$ cat src/core/ssf_map.svh
`ifndef SSF_MAP_SVH
`define SSF_MAP_SVH
// ---------------------------------------------
// Register offsets
// ---------------------------------------------
`define SSF_OFF_CTRL 4'h0
`define SSF_OFF_STAT 4'h4
`define SSF_OFF_DATA 4'h8
// ---------------------------------------------
// Control fields
// ---------------------------------------------
`define SSF_CTL_EN 0
`define SSF_CTL_FIFO 1
`define SSF_CTL_FRM 2
`define SSF_CTL_IGNOV 3
`define SSF_CTL_OVEV 4
`define SSF_CTRL_RST 5'h00
// ---------------------------------------------
// Status fields
// ---------------------------------------------
`define SSF_ST_RXCNT 24
`define SSF_ST_TXCNT 16
`define SSF_ST_FRAME_ERROR_FLAG 12
`define SSF_ST_BUSY 11
`define SSF_ST_TUR 8
`define SSF_ST_SHIFT_REG_EMPTY 7
`define SSF_ST_ROV 6
`define SSF_ST_RBE 5
`define SSF_ST_TBE 3
`define SSF_ST_TBF 1
`define SSF_ST_RBF 0
`define SSF_ST_UNUSED 32'hE0E0_E614
`define SSF_LAST_BIT 3'h7
`endif

$ cat src/core/ssf_pkg.sv
package ssf_pkg;
   typedef logic [3:0] ssf_addr_t;
   typedef logic [7:0] ssf_byte_t;
   typedef logic [31:0] ssf_word_t;
   typedef enum logic [1:0]
   {
      SSF_IDLE = 2'b00,
      SSF_ACTIVE = 2'b01,
      SSF_HALT = 2'b10
   } ssf_state_t;
endpackage : ssf_pkg

$ cat src/core/ssf_status_core.sv
// The strobed register port and the address map were chosen for this implementation.
`timescale 1ns/1ps
`include "ssf_map.svh"
module ssf_status_core
(
   // Clock and reset
   input wire logic CLOCK,
   input wire logic RSTN,
   // Register port
   input wire ssf_pkg::ssf_addr_t ADDR,
   input wire ssf_pkg::ssf_word_t WDATA,
   input wire logic WR,
   input wire logic RD,
   output ssf_pkg::ssf_word_t RDATA,
   // Serial link
   input wire logic SCK,
   input wire logic SS_N,
   input wire logic SDI,
   output logic SDO,
   output logic SDO_OE,
   // Error event
   output logic ERR_EVENT
);
   import ssf_pkg::*;

   // ---------------------------------------------
   // Control register
   // ---------------------------------------------
   logic [4:0] ctrl_r;
   logic en, fifo_mode, framed, ign_ov, ov_ev;
   assign en = ctrl_r[`SSF_CTL_EN];
   assign fifo_mode = ctrl_r[`SSF_CTL_FIFO];
   assign framed = ctrl_r[`SSF_CTL_FRM];
   assign ign_ov = ctrl_r[`SSF_CTL_IGNOV];
   assign ov_ev = ctrl_r[`SSF_CTL_OVEV];

   always_ff @(posedge CLOCK or negedge RSTN)
   begin
      if (!RSTN)
         ctrl_r <= `SSF_CTRL_RST;
      else if (WR && ADDR == `SSF_OFF_CTRL)
         ctrl_r <= WDATA[4:0];
   end

   // ---------------------------------------------
   // Pin synchronisers and edges
   // ---------------------------------------------
   logic [2:0] sck_s1_r, sck_s2_r;
   logic sck_d_r, ss_d_r;
   always_ff @(posedge CLOCK or negedge RSTN)
   begin
      if (!RSTN)
      begin
         // Idle pin levels: select high, clock low
         sck_s1_r <= 3'h5;
         sck_s2_r <= 3'h5;
         sck_d_r <= 1'b0;
         ss_d_r <= 1'b1;
      end
      else
      begin
         sck_s1_r <= {SS_N, SDI, 1'b0} | {2'h0, SCK} ^ 3'h1;
         sck_s2_r <= sck_s1_r;
         sck_d_r <= ~sck_s2_r[0];
         ss_d_r <= sck_s2_r[2];
      end
   end
   logic sck_q, ss_q, sdi_q, sck_rise, sck_fall, ss_fall, ss_rise;
   assign sck_q = ~sck_s2_r[0];
   assign sdi_q = sck_s2_r[1];
   assign ss_q = sck_s2_r[2];
   assign sck_rise = sck_q && !sck_d_r;
   assign sck_fall = !sck_q && sck_d_r;
   assign ss_fall = !ss_q && ss_d_r;
   assign ss_rise = ss_q && !ss_d_r;

   // ---------------------------------------------
   // Buffers and pointers
   // ---------------------------------------------
   ssf_byte_t tx_mem [16];
   ssf_byte_t rx_mem [16];
   logic [3:0] tx_wptr_r, tx_rptr_r, rx_wptr_r, rx_rptr_r;
   logic tx_empty, tx_full, rx_empty, rx_full;
   assign tx_empty = tx_wptr_r == tx_rptr_r;
   assign rx_empty = rx_wptr_r == rx_rptr_r;
   // Standard mode keeps one word, FIFO mode keeps fifteen
   assign tx_full = fifo_mode ? 4'(tx_wptr_r + 4'h1) == tx_rptr_r : !tx_empty;
   assign rx_full = fifo_mode ? 4'(rx_wptr_r + 4'h1) == rx_rptr_r : !rx_empty;

   ssf_state_t st_r;
   logic [2:0] bit_cnt_r;
   ssf_byte_t tx_sh_r, rx_sh_r;
   logic sr_loaded_r, rov_r, tur_r, frm_r;
   logic tx_push, rx_pop, load, word_done, ovf, stat_wr;
   assign tx_push = en && WR && ADDR == `SSF_OFF_DATA && !tx_full;
   assign rx_pop = en && RD && ADDR == `SSF_OFF_DATA && !rx_empty;
   assign load = st_r == SSF_ACTIVE && !sr_loaded_r && !tx_empty && bit_cnt_r == 3'h0 && !ss_rise;
   assign word_done = st_r == SSF_ACTIVE && sck_rise && bit_cnt_r == `SSF_LAST_BIT;
   assign ovf = word_done && rx_full;
   assign stat_wr = WR && ADDR == `SSF_OFF_STAT;

   always_ff @(posedge CLOCK)
   begin
      if (tx_push)
         tx_mem[tx_wptr_r] <= WDATA[7:0];
      if (word_done && !rx_full)
         rx_mem[rx_wptr_r] <= {rx_sh_r[6:0], sdi_q};
   end

   always_ff @(posedge CLOCK or negedge RSTN)
   begin
      if (!RSTN)
      begin
         tx_wptr_r <= 4'h0;
         tx_rptr_r <= 4'h0;
         rx_wptr_r <= 4'h0;
         rx_rptr_r <= 4'h0;
      end
      else if (!en)
      begin
         tx_wptr_r <= 4'h0;
         tx_rptr_r <= 4'h0;
         rx_wptr_r <= 4'h0;
         rx_rptr_r <= 4'h0;
      end
      else
      begin
         if (tx_push)
            tx_wptr_r <= 4'(tx_wptr_r + 4'h1);
         if (load)
            tx_rptr_r <= 4'(tx_rptr_r + 4'h1);
         if (word_done && !rx_full)
            rx_wptr_r <= 4'(rx_wptr_r + 4'h1);
         if (rx_pop)
            rx_rptr_r <= 4'(rx_rptr_r + 4'h1);
      end
   end

   // ---------------------------------------------
   // Shift engine, mode 0 slave
   // ---------------------------------------------
   always_ff @(posedge CLOCK or negedge RSTN)
   begin
      if (!RSTN)
      begin
         st_r <= SSF_IDLE;
         bit_cnt_r <= 3'h0;
         tx_sh_r <= 8'h00;
         rx_sh_r <= 8'h00;
         sr_loaded_r <= 1'b0;
      end
      else if (!en)
      begin
         st_r <= SSF_IDLE;
         bit_cnt_r <= 3'h0;
         tx_sh_r <= 8'h00;
         sr_loaded_r <= 1'b0;
      end
      else
      begin
         case (st_r)
            SSF_IDLE:
            begin
               if (ss_fall)
                  st_r <= SSF_ACTIVE;
               bit_cnt_r <= 3'h0;
            end
            SSF_ACTIVE:
            begin
               if (ss_rise)
               begin
                  st_r <= SSF_IDLE;
                  bit_cnt_r <= 3'h0;
                  // Partial word dropped, untouched word kept for next frame
                  if (bit_cnt_r != 3'h0)
                     sr_loaded_r <= 1'b0;
               end
               else if (load)
               begin
                  tx_sh_r <= tx_mem[tx_rptr_r];
                  sr_loaded_r <= 1'b1;
               end
               else if (sck_rise)
               begin
                  rx_sh_r <= {rx_sh_r[6:0], sdi_q};
                  bit_cnt_r <= 3'(bit_cnt_r + 3'h1);
                  if (word_done)
                     sr_loaded_r <= 1'b0;
                  if (ovf && !ign_ov)
                     st_r <= SSF_HALT;
               end
               // Fall after a word boundary keeps the freshly loaded MSB
               else if (sck_fall && bit_cnt_r != 3'h0)
                  tx_sh_r <= {tx_sh_r[6:0], 1'b0};
            end
            SSF_HALT:
               sr_loaded_r <= 1'b0;
            default:
               st_r <= SSF_IDLE;
         endcase
      end
   end
   assign SDO = tx_sh_r[7];
   assign SDO_OE = st_r == SSF_ACTIVE;

   // ---------------------------------------------
   // Sticky flags, set wins over clear, and one-cycle error event pulse
   // ---------------------------------------------
   logic frm_set, tur_set;
   assign frm_set = framed && st_r == SSF_ACTIVE && ss_rise && bit_cnt_r != 3'h0;
   assign tur_set = framed && st_r == SSF_IDLE && ss_fall && tx_empty;
   always_ff @(posedge CLOCK or negedge RSTN)
   begin
      if (!RSTN)
      begin
         rov_r <= 1'b0;
         tur_r <= 1'b0;
         frm_r <= 1'b0;
         ERR_EVENT <= 1'b0;
      end
      else if (!en)
      begin
         rov_r <= 1'b0;
         tur_r <= 1'b0;
         frm_r <= 1'b0;
         ERR_EVENT <= 1'b0;
      end
      else
      begin
         rov_r <= ovf || (rov_r && !(stat_wr && !WDATA[`SSF_ST_ROV]));
         tur_r <= tur_set || (tur_r && !(stat_wr && !WDATA[`SSF_ST_TUR]));
         frm_r <= frm_set || (frm_r && !(stat_wr && !WDATA[`SSF_ST_FRAME_ERROR_FLAG]));
         ERR_EVENT <= ovf && ov_ev;
      end
   end

   // ---------------------------------------------
   // Status word and read port
   // ---------------------------------------------
   ssf_word_t stat;
   always_comb
   begin
      stat = 32'h0000_0000;
      stat[`SSF_ST_RXCNT +: 5] = fifo_mode ? {1'b0, 4'(rx_wptr_r - rx_rptr_r)} : 5'h00;
      stat[`SSF_ST_TXCNT +: 5] = fifo_mode ? {1'b0, 4'(tx_wptr_r - tx_rptr_r)} : 5'h00;
      stat[`SSF_ST_FRAME_ERROR_FLAG] = frm_r;
      stat[`SSF_ST_BUSY] = st_r == SSF_ACTIVE || sr_loaded_r;
      stat[`SSF_ST_TUR] = tur_r;
      stat[`SSF_ST_SHIFT_REG_EMPTY] = fifo_mode && !sr_loaded_r;
      stat[`SSF_ST_ROV] = rov_r;
      stat[`SSF_ST_RBE] = fifo_mode && rx_empty;
      stat[`SSF_ST_TBE] = tx_empty;
      stat[`SSF_ST_TBF] = tx_full;
      stat[`SSF_ST_RBF] = rx_full;
   end

   always_ff @(posedge CLOCK or negedge RSTN)
   begin
      if (!RSTN)
         RDATA <= 32'h0000_0000;
      else if (RD)
         case (ADDR)
            `SSF_OFF_CTRL: RDATA <= {27'h000_0000, ctrl_r};
            `SSF_OFF_STAT: RDATA <= stat;
            `SSF_OFF_DATA: RDATA <= {24'h00_0000, rx_mem[rx_rptr_r]};
            default: RDATA <= 32'h0000_0000;
         endcase
      else
         RDATA <= 32'h0000_0000;
   end
endmodule : ssf_status_core

$ cat config.mk
export PLATFORM = sky130hd
export DESIGN_NAME = ssf_status_core
export DESIGN_NICKNAME = d
export VERILOG_FILES = /design/src/core/ssf_pkg.sv /design/src/core/ssf_status_core.sv
export VERILOG_INCLUDE_DIRS = /design/src /design/src/core
export SDC_FILE = /design/constraint.sdc
export NUM_CORES = 1
export LEC_CHECK = 0
export BUFFER_PORTS_ARGS = -buffer_cell sky130_fd_sc_hd__buf_2
export CAP_MARGIN = 20
export CORE_UTILIZATION = 45
export DETAILED_ROUTE_END_ITERATION = 7
export PLACE_DENSITY_LB_ADDON = 0.25
export SLEW_MARGIN = 10
export SYNTH_ARGS = -nofsm -noshare
export SYNTH_HDL_FRONTEND = slang
export SYNTH_SLANG_ARGS = --single-unit
export TNS_END_PERCENT = 50
$ cat constraint.sdc
create_clock -name CLOCK -period 4.51 [get_ports CLOCK]
set_input_delay 0 -clock CLOCK [delete_from_list [all_inputs] [get_ports CLOCK]]
set_output_delay 0 -clock CLOCK [all_outputs]
set_load 0.01 [all_outputs]
==> metrics.log <==
[metrics] chip width: 176 µm
[metrics] pin count of the biggest net entering global routing: 74
[metrics] final non-filler cell total: 1258
[metrics] height of the die: 176 µm
[metrics] placed wire-length estimate after detailed placement: 18700 µm
[metrics] cts bufs inserted: 36
[metrics] dominant cell type by area after synthesis: sky130_fd_sc_hd__edfxtp_1
[metrics] clock insertion delay at the later pin of the skew report: 0.52 ns
[metrics] leftover overflow at the end of global routing: 0
[metrics] DRC violations left: 0
[metrics] Mean Syn Cell Area: 17.9 µm²
[metrics] number of unique standard cell types used by synthesis: 68
[metrics] post-synthesis instance area: 0.0137 mm²
[metrics] clock skew: 0.0233 ns
[metrics] H-tree levels: 2
[metrics] average vias per placed instance: 5.66
[metrics] setup bufs post-CTS: 0
[metrics] number of antenna violations at the first check in global routing: 0
[metrics] combined global-route utilization of all metal layers: 19.1%
[metrics] Setup TNS: 0 ns
[metrics] share of Yosys cell area claimed by the top area cell type: 56.2%
[metrics] startpoint types: flip-flop
[metrics] routability cong.: 0.834
[metrics] synth warn: 0
[metrics] final cycle utilization of the critical path: 74.0%
[metrics] data arrival time of the worst path: 3.49 ns
[metrics] number of placed instances with taps included: 1171
[metrics] number of buffers on the longest clock path: 3
[metrics] slew margin rel.: 37.2%
[metrics] placeable core area: 0.0298 mm²
[metrics] largest cells by area after synthesis: sky130_fd_sc_hd__edfxtp_1, sky130_fd_sc_hd__dfrtp_1, sky130_fd_sc_hd__mux4_2
[metrics] area growth from synthesis to final layout: 13.5%
[metrics] max-slew violations: 0
[metrics] worst min-delay path class: primary input to flip-flop
[metrics] Wirelength per Cell: 22.7 µm
[metrics] flops & latches, synth: 329
[metrics] number of routed nets with antenna violations: 0
[metrics] cell with the most instances after synthesis: sky130_fd_sc_hd__edfxtp_1
[metrics] leakage dissipation: 0.00540 µW
[metrics] predominant post-synthesis flop cell: sky130_fd_sc_hd__edfxtp_1
[metrics] wire length of the first global-routing pass: 44100 µm
[metrics] CP endpoint kind: flip-flop
[metrics] antenna cell count: 0
[metrics] wire length reported by the detailed router: 28500 µm
[metrics] Cell Rows: 63
[metrics] final critical delay including setup and external delays: 3.34 ns
[metrics] net total in the final layout: 905
[metrics] number of standard cells after synthesis: 765
[metrics] drt initial violations: 715
[metrics] Top-Level Pins: 78
[metrics] Sinks on Clock Net: 329
[metrics] fmax: 0.300 GHz
[metrics] Setup Viol. Count Final: 0
[metrics] required time at the endpoint of the critical path: 4.67 ns
[metrics] pwr dens: 400 mW/mm²
[metrics] buffer type at the clock tree root: sky130_fd_sc_hd__clkbuf_16
[metrics] maxcap violations: 0
[metrics] Fillers: 2342
[metrics] run status: completed
[metrics] portion of the post-synthesis area used by sequential elements: 69.6%
[metrics] worst vdd rail ir drop: 240 µV
[metrics] clock-pin slew on the worst setup and hold paths: 0.06 ns
[metrics] number of search-and-repair iterations in the first detailed-routing pass: 5
[metrics] total count of hold-check failures in the final report: 0
[metrics] layout cells sized above 1: 24.5%
[metrics] overall die area: 0.0311 mm²
[metrics] Tightest Pin Transition: 0.942 ns
[metrics] number of gates resized after cts: 0
[metrics] number of vias in the routed layout: 7117
[metrics] count of port buffers added during placement: 42
[metrics] unrepaired setup endpoints after global routing: false
[metrics] Post-synth EDFFs: 256
[metrics] initial cell density of the core: 45.9%
[metrics] share of async-settable or async-resettable flops after synthesis: 22.2%
[metrics] Synth top cells by count: sky130_fd_sc_hd__edfxtp_1, sky130_fd_sc_hd__mux4_2, sky130_fd_sc_hd__dfrtp_1
[metrics] CP Class: flip-flop to flip-flop
[metrics] vias in the first global route: 7463
[metrics] clock tree from TritonCTS: done
[metrics] Max Fanout on Critical Path: 21
[per-stage QoR]
stage | power [µW] | util, % | setup slack, ns | area (µm²) | hold WS [ns]
after floorplan | 3450 | - | 1.12 | 13700 | -0.296
after global placement | 3520 | 47.7 | 1.36 | 14200 | 0.105
after detailed placement | 3530 | 47.7 | 1.24 | 14200 | 0.106
after CTS | 6280 | 52.2 | 1.23 | 15500 | 0.000813
after global routing | 6400 | 52.2 | 1.07 | 15500 | 0.0334
final | 6220 | 52.2 | 1.17 | 15500 | 0.0170
[critical path, cell delays in order (launching register included)]
cell	delay, ns
sky130_fd_sc_hd__dfrtp_1	0.63
sky130_fd_sc_hd__ha_1	0.47
sky130_fd_sc_hd__and3_1	0.22
sky130_fd_sc_hd__and2_1	0.25
sky130_fd_sc_hd__o2111a_1	0.28
sky130_fd_sc_hd__and2_1	0.53
sky130_fd_sc_hd__and4bb_1	0.59
[power breakdown]
group | total (µW) | switching [µW] | internal (µW)
logic | 164 | 112 | 51.3
clock network | 2740 | 1160 | 1580
registers | 3320 | 29.3 | 3290
[registers in the layout (all words and copies together), names as in the netlist, 4 cells and up]
name       count
rx_rptr_r      4
RDATA         19
rx_sh_r        7
rx_mem       128
tx_rptr_r      4
rx_wptr_r      4
ctrl_r         5
tx_wptr_r      4
tx_sh_r        8
tx_mem       128
[per-layer routing]
metal	wire (µm)	GRT usage, %	vias up	part of all wire [%]
met3	1620	3.36	35	5.7
met5	0	0	-	0
met4	494	4.63	0	1.7
met1	12000	25.7	3703	42
met2	14400	32.3	227	51
li1	-	-	3152	-
[layout make-up]
cell class	count	area (µm²)	area share (%)
timing repair buffer	77	531	3.41
sequential	329	9520	61.3
tap	390	488	3.14
clock inverter	12	100	0.644
clock buffer	53	1010	6.53
multi-input combinational	369	3780	24.3
inverter	28	105	0.676
[cell usage in the layout, fill, tap and decap left out, types with 21 or more instances in the layout]
cell | Yosys | final
sky130_fd_sc_hd__edfxtp_1 | 256 | 256
sky130_fd_sc_hd__mux4_2 | 74 | 74
sky130_fd_sc_hd__dfrtp_1 | 68 | 66
sky130_fd_sc_hd__buf_2 | 7 | 41
sky130_fd_sc_hd__clkbuf_16 | 0 | 36
sky130_fd_sc_hd__nor2_1 | 28 | 28
sky130_fd_sc_hd__nand2_1 | 25 | 25
sky130_fd_sc_hd__nand3_1 | 22 | 22
sky130_fd_sc_hd__dlygate4sd3_1 | 0 | 22
sky130_fd_sc_hd__inv_1 | 21 | 21
[path summary, 6_finish.rpt]
check                                  start            to  slack (ns)  cells after the start
worst max-delay path            tx_wptr_r[2]  tx_mem[0][2]        1.17                      6
worst min-delay path                      WR     ctrl_r[1]        0.02                      3
worst max register to register  tx_wptr_r[2]  tx_mem[0][2]        1.17                      6
worst min register to register   sck_s1_r[1]   sck_s2_r[1]        0.35                      0
max in group asynchronous               RSTN  tx_rptr_r[0]        3.67                      2
min in group asynchronous               RSTN     ERR_EVENT        0.17                      2
[cells by family (layout without fill, tap and decap cells)]
logic type | count (synthesis) | count (layout) | synth area share, %
flip-flops | 329 | 329 | 69.6
AND/OR/NAND/NOR | 149 | 149 | 6.43
multiplexers | 93 | 93 | 13.7
buffers and inverters | 79 | 170 | 3.16
AO/OA/AOI/OAI | 75 | 75 | 3.77
adder cells (fa/ha/maj) | 21 | 21 | 2.03
XOR/XNOR | 18 | 18 | 1.34
other | 1 | 13 | 0.0274
[repair_timing]
| action | in CTS | in global routing |
|---|---|---|
| hold endpoints to repair | 211 | 0 |
| hold buffers | 22 | 0 |
| setup endpoints to repair | 0 | 0 |
Power figures use the tool's default switching activity.
